### src/inc/pfr_defines.svh
// Register offsets, field positions, reset values and codes of the PWM fault and prescaler block.
`ifndef PFR_DEFINES_SVH
`define PFR_DEFINES_SVH

// ----------------------------------------------------------------
// Register byte offsets
// ----------------------------------------------------------------
`define PFR_OFS_CONTROL    8'h00
`define PFR_OFS_FAULT_CTL  8'h04
`define PFR_OFS_PRESCALE   8'h08
`define PFR_OFS_TRIG_CTL   8'h0C
`define PFR_OFS_IRQ_STAT   8'h10
`define PFR_OFS_IRQ_MASK   8'h14
`define PFR_OFS_STATUS     8'h18
`define PFR_OFS_PULLDOWN   8'h1C
`define PFR_OFS_PERIOD     8'h20

// ----------------------------------------------------------------
// Field positions
// ----------------------------------------------------------------
`define PFR_CTL_EN_BIT     0
`define PFR_FMODE_MSB      1
`define PFR_FMODE_LSB      0
`define PFR_PRE_MSB        2
`define PFR_PRE_LSB        0
`define PFR_TDIV_MSB       15
`define PFR_TDIV_LSB       12
`define PFR_TSTRT_MSB      5
`define PFR_TSTRT_LSB      0
`define PFR_IRQ_FAULT_BIT  0
`define PFR_IRQ_TRIG_BIT   1
`define PFR_IRQ_SEQ_BIT    2
`define PFR_ST_LATCH_BIT   0
`define PFR_ST_PIN_BIT     1
`define PFR_ST_SAFE_BIT    2
`define PFR_ST_EN_BIT      3

// ----------------------------------------------------------------
// Codes and reset values
// ----------------------------------------------------------------
`define PFR_FMODE_LATCHED  2'h0
`define PFR_FMODE_CYCLE    2'h1
`define PFR_FMODE_OFF      2'h3
`define PFR_PRE_RST        3'h0
`define PFR_PRE_RESERVED   3'h7
`define PFR_PERIOD_RST     16'h00FF
`define PFR_IRQ_W          3

`endif

### src/inc/pfr_pkg.sv
// Types shared by the PWM fault and prescaler block.
package pfr_pkg;

	typedef enum logic [1:0] {
		TRG_IDLE,
		TRG_DELAY,
		TRG_RUN
	} pfr_trig_state_type;

	typedef logic [2:0] pfr_div_sel_type;

endpackage

### src/rtl/pfr_prescaler.sv
// Input clock prescaler: one-cycle enable pulse at clk divided by 1 to 64.
`timescale 1ns/1ps
`include "pfr_defines.svh"

module pfr_prescaler
	import pfr_pkg::*;
#(
	parameter int CNT_W = 6
) (
	input  wire logic            clk,
	input  wire logic            rst,
	input  wire logic            run,
	input  wire pfr_div_sel_type sel,
	output logic                 tick
);

	initial begin
		if (CNT_W < 6) begin
			$error("pfr_prescaler: CNT_W must be at least 6");
		end
	end

	logic [CNT_W-1:0] cnt_q;
	logic [CNT_W-1:0] mask;
	pfr_div_sel_type  sel_q;
	wire              sel_chg;
	wire              wrap;

	// The reserved code is treated as the slowest divider.
	assign mask    = (sel == `PFR_PRE_RESERVED) ? CNT_W'((1 << 6) - 1) : CNT_W'((1 << sel) - 1);
	assign sel_chg = (sel != sel_q);
	assign wrap    = ((cnt_q & mask) == mask);
	assign tick    = run && !sel_chg && wrap;

	// A divider change restarts the count; a change while running still
	// gives an irregular first period.
	always_ff @(posedge clk) begin
		sel_q <= rst ? `PFR_PRE_RST : sel;
		if (rst || !run || sel_chg || wrap) begin
			cnt_q <= '0;
		end else begin
			cnt_q <= cnt_q + CNT_W'(1);
		end
	end

endmodule

### src/rtl/pfr_top.sv
// PWM fault latch, input clock prescaler and ADC trigger postscaler with an APB register file.
`timescale 1ns/1ps
`include "pfr_defines.svh"

module pfr_top
	import pfr_pkg::*;
#(
	parameter int ADDR_W = 8
) (
	input  wire logic              clk,
	input  wire logic              rst,
	input  wire logic              psel,
	input  wire logic              penable,
	input  wire logic              pwrite,
	input  wire logic [ADDR_W-1:0] paddr,
	input  wire logic [31:0]       pwdata,
	output logic [31:0]            prdata,
	output logic                   pready,
	output logic                   pslverr,
	input  wire logic              safety_fault_input,
	output logic                   fault_input_owned,
	output logic                   fault_pulldown_en,
	output logic                   pwm_safe_state,
	output logic                   pwm_module_enable,
	output logic                   adc_trigger,
	output logic                   irq
);

	initial begin
		if (ADDR_W < 6) begin
			$error("pfr_top: ADDR_W must be at least 6");
		end
	end

	// ----------------------------------------------------------------
	// APB decode
	// ----------------------------------------------------------------
	logic        ack_q;
	logic [31:0] rdata_q;
	wire         access = psel && penable;
	wire         wr     = access && pwrite && ack_q;
	wire [7:0]   ofs    = 8'(paddr);
	wire         hi_zero = (paddr >> 8) == '0;
	wire         sel_ctl  = hi_zero && ofs == `PFR_OFS_CONTROL;
	wire         sel_flt  = hi_zero && ofs == `PFR_OFS_FAULT_CTL;
	wire         sel_pre  = hi_zero && ofs == `PFR_OFS_PRESCALE;
	wire         sel_trg  = hi_zero && ofs == `PFR_OFS_TRIG_CTL;
	wire         sel_ist  = hi_zero && ofs == `PFR_OFS_IRQ_STAT;
	wire         sel_imk  = hi_zero && ofs == `PFR_OFS_IRQ_MASK;
	wire         sel_sts  = hi_zero && ofs == `PFR_OFS_STATUS;
	wire         sel_pd   = hi_zero && ofs == `PFR_OFS_PULLDOWN;
	wire         sel_per  = hi_zero && ofs == `PFR_OFS_PERIOD;
	wire         hit = sel_ctl | sel_flt | sel_pre | sel_trg | sel_ist | sel_imk | sel_sts | sel_pd | sel_per;

	// One wait state lets read data come from a flop.
	assign pready  = access && ack_q;
	assign pslverr = access && ack_q && !hit;
	assign prdata  = rdata_q;

	always_ff @(posedge clk) begin
		ack_q <= rst ? 1'b0 : (access && !ack_q);
	end

	// ----------------------------------------------------------------
	// Registers
	// ----------------------------------------------------------------
	logic                  enable_q;
	logic [1:0]            fmode_q;
	pfr_div_sel_type       pre_q;
	logic [3:0]            tdiv_q;
	logic [5:0]            tstrt_q;
	logic [`PFR_IRQ_W-1:0] ist_q;
	logic [`PFR_IRQ_W-1:0] imk_q;
	logic                  pd_q;
	logic [15:0]           period_q;
	logic                  latch_q;
	logic                  safe_q;
	logic                  trig_q;

	wire en_req   = wr && sel_ctl && pwdata[`PFR_CTL_EN_BIT];
	wire en_block = en_req && latch_q;
	wire clr_req  = wr && sel_sts && pwdata[`PFR_ST_LATCH_BIT];
	wire latch_set = (fmode_q == `PFR_FMODE_LATCHED) && safety_fault_input;
	wire latch_d   = latch_set || (latch_q && !clr_req);
	wire fault_active = ((fmode_q == `PFR_FMODE_LATCHED) && latch_q) ||
	                    ((fmode_q == `PFR_FMODE_CYCLE) && safety_fault_input);

	always_ff @(posedge clk) begin
		if (rst) begin
			enable_q <= 1'b0;
			fmode_q  <= `PFR_FMODE_LATCHED;
			pre_q    <= `PFR_PRE_RST;
			tdiv_q   <= '0;
			tstrt_q  <= '0;
			imk_q    <= '0;
			pd_q     <= 1'b0;
			period_q <= `PFR_PERIOD_RST;
		end else if (wr) begin
			if (sel_ctl) begin
				// An enable while the fault is still latched is refused.
				enable_q <= pwdata[`PFR_CTL_EN_BIT] && !latch_q;
			end
			if (sel_flt) begin
				fmode_q <= pwdata[`PFR_FMODE_MSB:`PFR_FMODE_LSB];
			end
			if (sel_pre) begin
				pre_q <= pwdata[`PFR_PRE_MSB:`PFR_PRE_LSB];
			end
			if (sel_trg) begin
				tdiv_q  <= pwdata[`PFR_TDIV_MSB:`PFR_TDIV_LSB];
				tstrt_q <= pwdata[`PFR_TSTRT_MSB:`PFR_TSTRT_LSB];
			end
			if (sel_imk) begin
				imk_q <= pwdata[`PFR_IRQ_W-1:0];
			end
			if (sel_pd) begin
				pd_q <= pwdata[0];
			end
			if (sel_per) begin
				period_q <= pwdata[15:0];
			end
		end
	end

	// ----------------------------------------------------------------
	// Fault latch and safe state
	// ----------------------------------------------------------------
	// The latch powers up set, so outputs start safe. A clear written in latched mode while
	// the pin is still high loses to the set and has no effect.
	always_ff @(posedge clk) begin
		latch_q <= rst ? 1'b1 : latch_d;
		safe_q  <= rst ? 1'b1 : fault_active;
	end

	// The fault pin stays with this block during reset and while the fault mode is not off.
	assign fault_input_owned = rst || (fmode_q != `PFR_FMODE_OFF);
	assign fault_pulldown_en = pd_q;
	assign pwm_safe_state    = safe_q;
	assign pwm_module_enable = enable_q;

	// ----------------------------------------------------------------
	// Prescaler and PWM cycle counter
	// ----------------------------------------------------------------
	logic        tick;
	logic [15:0] per_cnt_q;
	wire         cycle_end = tick && (per_cnt_q == period_q);

	// The divider is not guarded against changes while running.
	pfr_prescaler #(
		.CNT_W (6)
	) u_pre (
		.clk  (clk),
		.rst  (rst),
		.run  (enable_q),
		.sel  (pre_q),
		.tick (tick)
	);

	always_ff @(posedge clk) begin
		if (rst || !enable_q || cycle_end) begin
			per_cnt_q <= '0;
		end else if (tick) begin
			per_cnt_q <= per_cnt_q + 16'h0001;
		end
	end

	// ----------------------------------------------------------------
	// Trigger start delay and postscaler
	// ----------------------------------------------------------------
	pfr_trig_state_type st_q;
	pfr_trig_state_type st_d;
	logic [5:0]         dly_q;
	logic [3:0]         post_q;
	logic               en_prev_q;
	wire                en_rise = enable_q && !en_prev_q;
	wire                trig_event = cycle_end &&
	                    (st_q == TRG_RUN || (st_q == TRG_DELAY && dly_q == 6'h00));
	wire                trig_fire = trig_event && (post_q == tdiv_q);

	always_comb begin
		st_d = st_q;
		case (st_q)
			TRG_IDLE: begin
				if (en_rise) begin
					st_d = TRG_DELAY;
				end
			end
			TRG_DELAY: begin
				if (!enable_q) begin
					st_d = TRG_IDLE;
				end else if (trig_event) begin
					st_d = TRG_RUN;
				end
			end
			TRG_RUN: begin
				if (!enable_q) begin
					st_d = TRG_IDLE;
				end
			end
			default: begin
				st_d = TRG_IDLE;
			end
		endcase
	end

	always_ff @(posedge clk) begin
		if (rst) begin
			st_q      <= TRG_IDLE;
			dly_q     <= '0;
			post_q    <= '0;
			en_prev_q <= 1'b0;
			trig_q    <= 1'b0;
		end else begin
			st_q      <= st_d;
			en_prev_q <= enable_q;
			trig_q    <= trig_fire;
			if (en_rise) begin
				dly_q <= tstrt_q;
			end else if (st_q == TRG_DELAY && cycle_end && dly_q != 6'h00) begin
				dly_q <= dly_q - 6'h01;
			end
			if (!enable_q || trig_fire) begin
				post_q <= '0;
			end else if (trig_event) begin
				post_q <= post_q + 4'h1;
			end
		end
	end

	assign adc_trigger = trig_q;

	// ----------------------------------------------------------------
	// Interrupts and read data
	// ----------------------------------------------------------------
	wire [`PFR_IRQ_W-1:0] ev = {en_block, trig_fire, latch_set && !latch_q};
	wire [`PFR_IRQ_W-1:0] w1c = (wr && sel_ist) ? pwdata[`PFR_IRQ_W-1:0] : '0;

	always_ff @(posedge clk) begin
		ist_q <= rst ? '0 : (ev | (ist_q & ~w1c));
	end

	assign irq = |(ist_q & imk_q);

	wire [31:0] rd_sts = {28'h0000000, enable_q, safe_q, safety_fault_input, latch_q};
	wire [31:0] rd_mux =
		sel_ctl ? {31'h00000000, enable_q} :
		sel_flt ? {30'h00000000, fmode_q} :
		sel_pre ? {29'h00000000, pre_q} :
		sel_trg ? {16'h0000, tdiv_q, 6'h00, tstrt_q} :
		sel_ist ? {29'h00000000, ist_q} :
		sel_imk ? {29'h00000000, imk_q} :
		sel_sts ? rd_sts :
		sel_pd  ? {31'h00000000, pd_q} :
		sel_per ? {16'h0000, period_q} : 32'h00000000;

	always_ff @(posedge clk) begin
		if (rst) begin
			rdata_q <= '0;
		end else if (access && !ack_q && !pwrite) begin
			rdata_q <= rd_mux;
		end
	end
endmodule

### config.mk
export PLATFORM = sky130hd
export DESIGN_NAME = pfr_top
export DESIGN_NICKNAME = d
export VERILOG_FILES = /design/src/inc/pfr_pkg.sv /design/src/rtl/pfr_prescaler.sv /design/src/rtl/pfr_top.sv
export VERILOG_INCLUDE_DIRS = /design/src /design/src/inc
export SDC_FILE = /design/constraint.sdc
export NUM_CORES = 1
export LEC_CHECK = 0
export BUFFER_PORTS_ARGS = -buffer_cell sky130_fd_sc_hd__buf_4
export CAP_MARGIN = 30
export CORE_MARGIN = 2
export CORE_UTILIZATION = 47
export CTS_CLUSTER_SIZE = 10
export DETAILED_ROUTE_END_ITERATION = 8
export GPL_TIMING_DRIVEN = 0
export PLACE_DENSITY = 0.69
export SYNTH_ARGS = -nofsm -noshare
export SYNTH_HDL_FRONTEND = slang
export SYNTH_SLANG_ARGS = --single-unit
### constraint.sdc
create_clock -name clk -period 2.8 [get_ports clk]
set_input_delay 0.14 -clock clk [delete_from_list [all_inputs] [get_ports clk]]
set_output_delay 0.14 -clock clk [all_outputs]
set_load 0.01 [all_outputs]
==> metrics.yaml, run 1 <==
routing:
  firstDrtPassIters: 5
  drt_iter0_drc: 368
  routedWlPerCell_um: 17.0
  routed_via_density: 5.74
  finalWirelength_mm: 14.4
  drc: 0
  vias: 4876
  ant_nets: 0
setup_path:
  ff2ff_setup_slack_ps: 450
  path_delay_family: "simple AND/OR/NAND/NOR gates"
  crit_fanout: 6
  crit_required_ps: 3090
  cp_slowest_cell: "nor4_2"
  startpoint_type: "flip-flop"
  critPathCaptureType: "flip-flop"
  worstPathArrival_ps: 2640
  critPathMaxStageDelay_ps: 590
  path_class: "reg2reg"
  r2r_start: "per_cnt_q[10]"
  path_cells: "xor2_1 -> nor4_2 -> nand2_1 -> nor4_1 -> mux2_2"
  worstSetupStartpoint: "per_cnt_q[10]"
  critPathBufInv: 0
floorplan:
  dieWidth_um: 107
  die-area_mm2: 0.0115
  core_mm2: 0.0103
  die_h_um: 107
  start_util_pct: 48.5
  rows: 37
  ios: 86
synth:
  synthCells: 615
  netlist_top_cells_area: "dfxtp_1 (39%), nand2_1 (7.5%), a21oi_1 (5.5%), xor2_1 (4.2%), nand3_1 (3.8%)"
  ys_seq_area_share_pct: 38.8
  synth_edf_count: 0
  synth_top_area_share_pct: 38.8
  syn_area_per_cell_um2: 8.15
  yosysTopAreaCell: "dfxtp_1"
  synthArstFlopShare_pct: 0
  ys_seq_elements: 97
  syn_area_mm2: 0.00501
  synth.distinct_cells: 66
  synthFlopType: "dfxtp_1"
  ys_warn_count: 0
timing:
  tightest_slew_ps: 914
  skew_ps: 17.3
  fmax_mhz: 426
  relSlewSlack_pct: 38.6
  fin_crit_sh_pct: 83.9
  slew_violations: 0
  hold_viol_final: 0
  setup_tns_ps: 0
  rsz0062_at_grt: "false"
  setup_viol: 0
  period_minus_slack_ps: 2350
  setup_ws_ps: 450
global_route:
  grt_overflow_total: 0
  antenna_found_initial: 0
  track_usage_pct: 26.0
  grt_max_degree: 19
  grt_pass1_wl_mm: 23.3
  grt_pass1_vias: 4535
placed_design:
  dpl.hpwl_mm: 10.7
  place_ws_ps: 442
  dp_cells: 818
  gp_congestion: 0.970
  port_buffers: 52
finish:
  diodes: 0
  nNetsFinal: 758
  fill_cells: 966
  areaGrowthSynthToFinish_pct: 19.0
  ff_latch_area_mm2: 0.00194
  fin_cells: 849
  multi_input_area_mm2: 0.00282
  final_layout_size_suffix_gt1_share_pct: 15.0
pwr:
  max-vdd-ir-drop_mv: 0.269
  power_density_mw_per_mm2: 411
  leakage_nw: 2.28
clock_network:
  htreeDepth: 3
  cts_root_buf: "clkbuf_8"
  cts_buffers: 9
  cts_buffer_depth: 2
  clkTransAtPathRegs_ps: 110
  cts.sinks: 97
  cts_tree: "built"
  worstSkewPairLatency_ps: 400
  ctsResizeCount: 0
  postCtsSetupBuffers: 0
min_path:
  hold_path.startpoint: "pwdata[2]"
  hold_class: "in2reg"
job:
  maxCapViolCount: 0
run_status:
  outcome: "complete, no violations"
==> logic make-up (layout without fill, tap and decap cells) <==
kind of cell | Yosys count | count (layout) | share of synthesized area [%]
XOR/XNOR | 28 | 28 | 4.90
AO/OA/AOI/OAI | 130 | 130 | 16.7
adder cells (fa/ha/maj) | 4 | 4 | 0.999
other | 1 | 16 | 0.0749
AND/OR/NAND/NOR | 285 | 285 | 30.4
multiplexers | 10 | 10 | 2.02
buffers and inverters | 60 | 143 | 6.17
flip-flops | 97 | 97 | 38.8
==> cell usage in the layout (no fill, tap or decap), types with 16 or more instances in the layout <==
master	count
xor2_1	24
nor2_1	29
buf_4	68
a21oi_1	55
nand2_1	100
o31ai_1	17
nand3_1	38
conb_1	16
dfxtp_1	97
clkbuf_1	22
o21ai_0	18
==> worst paths after layout <==
| check | cells past startpoint | to |
|---|---|---|
| max | 5 | dly_q[5] |
| min | 3 | period_q[2] |
| max reg2reg | 5 | dly_q[5] |
| min reg2reg | 2 | prdata[13] |
==> worst min-delay path, cell delays in order <==
cell and delay [ps]:
buf_4 130, nand2_1 60, nand3_1 80
==> synth_stat cells (4+ instances only) <==
cell,count
a21oi_1,55
mux2i_1,9
dfxtp_1,97
nand2b_1,10
inv_1,11
nor2_1,29
or4_1,11
xnor2_1,4
xor2_1,24
nand4_1,15
o31ai_1,17
ha_1,4
nor2b_1,9
o21ai_0,18
and4_1,5
nor3b_1,4
or3_1,8
buf_4,16
a22oi_1,8
nand3_1,38
nand2_1,100
buf_2,7
nor3_1,11
and3_1,12
and2_1,6
clkbuf_1,22
nor4_1,7
==> what timing repair did <==
action | CTS | global route
hold buffers | 15 | 0
hold endpoints to repair | 18 | 0
setup endpoints to repair | 0 | 0
==> where the power goes <==
group	switching, W	total [W]	internal [W]
logic	0.0000945	0.000170	0.0000756
registers	0.00000142	0.00138	0.00138
clock network	0.000560	0.000898	0.000338
==> state kept, by name, indices dropped and copies added (netlist names), 2 cells and up <==
name,flops
period_q,16
per_cnt_q,16
dly_q,6
pre_q,3
tstrt_q,6
u_pre.cnt_q,6
st_q,2
post_q,4
imk_q,3
prdata,16
tdiv_q,4
u_pre.sel_q,3
ist_q,3
fmode_q,2
==> through the flow <==
step / instance area (um^2) / util, % / hold WS [ps] / power, W
floorplan: 5070 / - / 223 / 0.00149
global placement: 5630 / 54.5 / 364 / 0.00156
detailed placement: 5630 / 54.5 / 369 / 0.00156
CTS: 5960 / 57.8 / 18.0 / 0.00245
global route: 5960 / 57.8 / 40.9 / 0.00252
finish: 5960 / 57.8 / 34.0 / 0.00245
==> layer usage <==
layer | vias to the layer above | part of all wire (%) | global-route usage [%]
met3 | 39 | 6.4 | 5.71
li1 | 2372 | - | -
met5 | - | 0 | 0
met2 | 203 | 48 | 42.3
met1 | 2262 | 43 | 33.3
met4 | 0 | 2.8 | 10.6
==> area by class of cell <==
| class | count | share of cell area [%] |
|---|---|---|
| Multi-Input combinational cell | 473 | 47.2 |
| Buffer | 49 | 4.49 |
| Timing Repair Buffer | 67 | 9.07 |
| Sequential cell | 97 | 32.6 |
| Tap cell | 136 | 2.85 |
| Inverter | 11 | 0.693 |
| Clock buffer | 9 | 2.08 |
| Clock inverter | 7 | 1.03 |
Power figures use the tool's default switching activity.
==> run 2: changes to the inputs <==
clock period = 2.2 ns   (was 2.8 ns; I/O delays follow)
==> run 2 against run 1 <==
Critical path depth did not move; first-iteration DRC count rose by 4.3%; worst hold slack improved by 66 ps; largest power group unchanged; largest cell class unchanged.
==> metrics.yaml, run 2 (synthesized netlist as in run 1, its figures left out) <==
placed_design:
  port_buffers: 52
  gp_congestion: 0.970
  place_ws_ps: -128
  dpl.hpwl_mm: 10.7
finish:
  nNetsFinal: 766
  layout_commonest_cell: "nand2_1"
  diodes: 0
  areaGrowthSynthToFinish_pct: 21.8
  fill_cells: 950
  final_layout_size_suffix_gt1_share_pct: 17.1
  layout_common_cells: "nand2_1 (99), dfxtp_1 (95), buf_4 (72)"
global_route:
  track_usage_pct: 26.1
  grt_pass1_wl_mm: 23.4
  antenna_found_initial: 0
  grt_pass1_vias: 4581
  grt_overflow_total: 0
  grt_max_degree: 19
timing:
  skew_ps: 13.7
  setup_viol: 0
  hold_ws_ps: 99.9
  fin_crit_sh_pct: 94.1
  setup_ws_ps: 130
  hold_viol_final: 0
  rsz0062_at_grt: "false"
  slew_violations: 0
  relSlewSlack_pct: 38.9
  period_minus_slack_ps: 2070
  setup_tns_ps: 0
  fmax_mhz: 483
  tightest_slew_ps: 909
floorplan:
  ios: 86
  die_h_um: 107
  dieWidth_um: 107
  rows: 37
  die-area_mm2: 0.0115
  start_util_pct: 48.5
  core_mm2: 0.0103
setup_path:
  critPathCaptureType: "flip-flop"
  cp_slowest_cell: "nor4_4"
  path_cells: "xor2_1 -> nor4_4 -> nand2_2 -> nor4_1 -> mux2_2"
  crit_required_ps: 2490
  critPathMaxStageDelay_ps: 470
  crit_fanout: 6
  path_class: "reg2reg"
  startpoint_type: "flip-flop"
  worstPathArrival_ps: 2360
routing:
  finalWirelength_mm: 14.6
  firstDrtPassIters: 5
  drt_iter0_drc: 384
  routed_via_density: 5.80
  routedWlPerCell_um: 17.0
  vias: 4967
  drc: 0
  ant_nets: 0
clock_network:
  clkTransAtPathRegs_ps: 100
  cts.sinks: 97
  cts_buffers: 9
  cts_tree: "built"
  cts_buffer_depth: 2
  worstSkewPairLatency_ps: 390
  htreeDepth: 3
  cts_root_buf: "clkbuf_8"
run_status:
  outcome: "complete, no violations"
job:
  maxCapViolCount: 0
pwr:
  power_density_mw_per_mm2: 510
  max-vdd-ir-drop_mv: 0.395
  leakage_nw: 2.34
min_path:
  hold_class: "in2reg"
==> run 2: cell count changes in the layout (fill, tap and decap cells not counted), sizes merged <==
cell	previous run	this run
buf	79	83
dlygate4sd3	15	19
==> run 2: stage by stage <==
step                cell area (um^2)  util [%]  cells  power (W)
floorplan                       5070         -    630    0.00190
global placement                5630      54.5    818    0.00199
detailed placement              5630      54.5    818    0.00199
CTS                             6030      58.4    853    0.00313
global route                    6100      59.1    857    0.00321
finish                          6100      59.1    857    0.00311
==> run 2: where the power goes <==
part | switching [W] | internal, W | total, W
clock network | 0.000703 | 0.000431 | 0.00113
logic | 0.000121 | 0.000101 | 0.000222
registers | 0.00000184 | 0.00176 | 0.00176
total | 0.000826 | 0.00229 | 0.00311
==> run 2: path summary, 6_finish.rpt <==
path / to / slack (ps) / cells past startpoint / start
setup / recovery: dly_q[5] / 130 / 5 / per_cnt_q[10]
hold / removal: prdata[2] / 100 / 4 / pwrite
setup reg to reg: dly_q[5] / 130 / 5 / per_cnt_q[10]
hold reg to reg: prdata[14] / 470 / 2 / prdata[14]
==> run 2: routing by layer <==
layer	share of wire (%)	wire length, um	track usage (%)
met1	42	6200	33.3
met2	48	6950	42.7
met3	6.9	1000	5.65
met4	3.1	447	10.7
met5	0	0	0
==> run 2: cell type report <==
type                       count  area, um^2  area share (%)
inverter                      11        41.3           0.677
clock inverter                 7        61.3            1.00
buffer                        49         272            4.45
multi-input combinational    473        2880            47.2
clock buffer                   9         124            2.03
sequential                    97        1940            31.9
tap                          136         170            2.79
timing repair buffer          75         611            10.0
==> run 2: worst max-delay path, delay by kind of cell, from the launching register on <==
kind	cells	cell delay, ps
multiplexers	1	370
XOR/XNOR	1	140
flip-flops	1	450
AND/OR/NAND/NOR	3	1000
==> run 2: what timing repair did <==
action / in CTS / in global routing
endpoints found under the hold margin: 26 / 0
resized for setup: 4 / 14
endpoints found under the setup margin: 17 / 48
pin swaps: 0 / 4
setup buffers: 0 / 4
hold buffers: 19 / 0
==> run 3: changes to the inputs <==
PLACE_DENSITY = 0.81   (was 0.69)
clock period = 2.6 ns   (was 2.2 ns; I/O delays follow)
==> run 3 against run 2 <==
Sequential share of layout area rose by 1.3 points; combinational power fell by 25%; global-route usage fell by 1.1 points; largest cell class unchanged; highest routed layer unchanged; maximum frequency fell by 15%; count of clock-buffer cells in the layout rose by 1; critical path depth did not move; utilization fell by 2.4 points; first-iteration DRC count rose by 13%; design area fell by 4.1%; register-to-register slack improved by 50 ps; sequential power fell by 15%.
==> metrics.yaml, run 3 (synthesized netlist as in run 1, its figures left out) <==
finish:
  fill_cells: 931
  areaGrowthSynthToFinish_pct: 16.8
  final_layout_size_suffix_gt1_share_pct: 15.3
  design_area_mm2: 0.00585
  layout_common_cells: "nand2_1 (100), dfxtp_1 (97), buf_4 (68)"
  diodes: 0
  post-route-util_pct: 56.7
  nNetsFinal: 746
  layout_commonest_cell: "nand2_1"
clock_network:
  cts_tree: "built"
  postCtsSetupBuffers: 0
  cts_buffer_depth: 2
  htreeDepth: 3
  cts_root_buf: "clkbuf_8"
  cts.sinks: 97
  clkTransAtPathRegs_ps: 110
  worstSkewPairLatency_ps: 380
  cts_buffers: 9
timing:
  setup_viol: 0
  fin_crit_sh_pct: 93.2
  tightest_slew_ps: 950
  setup_tns_ps: 0
  slew_violations: 0
  rsz0062_at_grt: "false"
  period_minus_slack_ps: 2420
  relSlewSlack_pct: 36.1
  skew_ps: 14.3
  fmax_mhz: 413
  setup_ws_ps: 177
  hold_viol_final: 0
placed_design:
  gp_congestion: 0.937
  port_buffers: 52
  place_ws_ps: 280
  dpl.hpwl_mm: 10.5
  dpl_cell_area_mm2: 0.00563
global_route:
  track_usage_pct: 25.0
  busiest_layer: "met2"
  grt_overflow_total: 0
  grt_pass1_wl_mm: 23.1
  grtUsageMet3_pct: 4.56
  grt_max_degree: 19
  grt_pass1_vias: 4702
  antenna_found_initial: 0
  grt_util_met1_pct: 33.0
  use_met2_pct: 41.4
floorplan:
  core_mm2: 0.0103
  die-area_mm2: 0.0115
  die_h_um: 107
  rows: 37
  ios: 86
  dieWidth_um: 107
  start_util_pct: 48.5
routing:
  finalWirelength_mm: 14.0
  drc: 0
  firstDrtPassIters: 6
  vias: 4941
  ant_nets: 0
  drt_iter0_drc: 433
  routedWlPerCell_um: 16.7
  routed_via_density: 5.90
pwr:
  max-vdd-ir-drop_mv: 0.349
  clkPwrFrac_pct: 37.5
  switching_share_pct: 26.2
  p_total_w: 0.00265
  switching_power_w: 0.000694
  p_int_w: 0.00196
  power_frac_comb_pct: 6.3
  power_density_mw_per_mm2: 453
  leakage_nw: 2.24
  seqPwrFrac_pct: 56.2
setup_path:
  cp_slowest_cell: "nor4_2"
  path_cells: "xor2_1 -> nor4_2 -> nand2_1 -> nor4_1 -> mux2_2"
  critPathMaxStageDelay_ps: 600
  worstPathArrival_ps: 2700
  critPathBufInv: 0
  path_delay_family: "simple AND/OR/NAND/NOR gates"
  crit_fanout: 6
  ff2ff_setup_slack_ps: 180
  crit_required_ps: 2880
  critPathCaptureType: "flip-flop"
  path_class: "reg2reg"
  startpoint_type: "flip-flop"
run_status:
  outcome: "complete, no violations"
min_path:
  hold_class: "in2reg"
job:
  maxCapViolCount: 0
run 3: changes by cell type in the layout (fill, tap and decap cells not counted), moves of 2 or more:
| cell | delta |
|---|---|
| clkbuf_1 | +3 |
| nand3_1 | +2 |
| inv_8 | +2 |
| buf_4 | -4 |
| dfxtp_1 | +2 |
| dlygate4sd3_1 | -16 |
| nand3_2 | -2 |
| clkbuf_2 | -3 |
| dfxtp_2 | -2 |
| nor4_2 | +2 |
| clkinvlp_4 | -2 |
| nor4_4 | -3 |
run 3: worst paths after layout:
kind / startpoint / end / depth (start not counted)
max: per_cnt_q[10] / dly_q[5] / 5
min: pwdata[3] / period_q[3] / 3
max reg2reg: per_cnt_q[10] / dly_q[5] / 5
min reg2reg: prdata[13] / prdata[13] / 2
run 3: tightest hold or removal path, cell delays in order:
cell	delay, ps
buf_4	100
nand2_1	50
nand3_1	60
run 3: stage by stage:
step | hold WS (ps) | cells
3_3_place_gp | 351 | 818
4_1_cts | 8.65 | 837
6_report | 0.125 | 837
2_1_floorplan | 213 | 630
5_1_grt | 5.29 | 837
3_5_place_dp | 357 | 818
run 3: metal layers:
| metal | up-vias | wire [um] |
|---|---|---|
| met5 | - | 0 |
| met4 | 0 | 337 |
| met3 | 34 | 1020 |
| met2 | 252 | 6600 |
| met1 | 2305 | 6040 |
| li1 | 2350 | - |
run 3: final cells by class:
type | instances | area [um^2] | area share (%)
multi-input combinational | 473 | 2820 | 48.1
sequential | 97 | 1940 | 33.2
timing repair buffer | 55 | 420 | 7.19
buffer | 49 | 268 | 4.58
tap | 136 | 170 | 2.91
clock buffer | 10 | 138 | 2.35
clock inverter | 6 | 56.3 | 0.962
inverter | 11 | 41.3 | 0.706
run 3: what timing repair did:
action                                 CTS  global route
setup endpoints to repair                0             0
gates resized for setup                  0             0
endpoints found under the hold margin    3             0
hold buffers                             3             0
run 3: power groups by stage:
stage          clock (W)  combinational [W]  sequential, W
6_report        0.000993           0.000167        0.00149
4_1_cts         0.000984           0.000163        0.00149
3_5_place_dp           0           0.000159        0.00152
5_1_grt          0.00106           0.000180        0.00149
3_3_place_gp           0           0.000157        0.00152
2_1_floorplan          0          0.0000861        0.00152
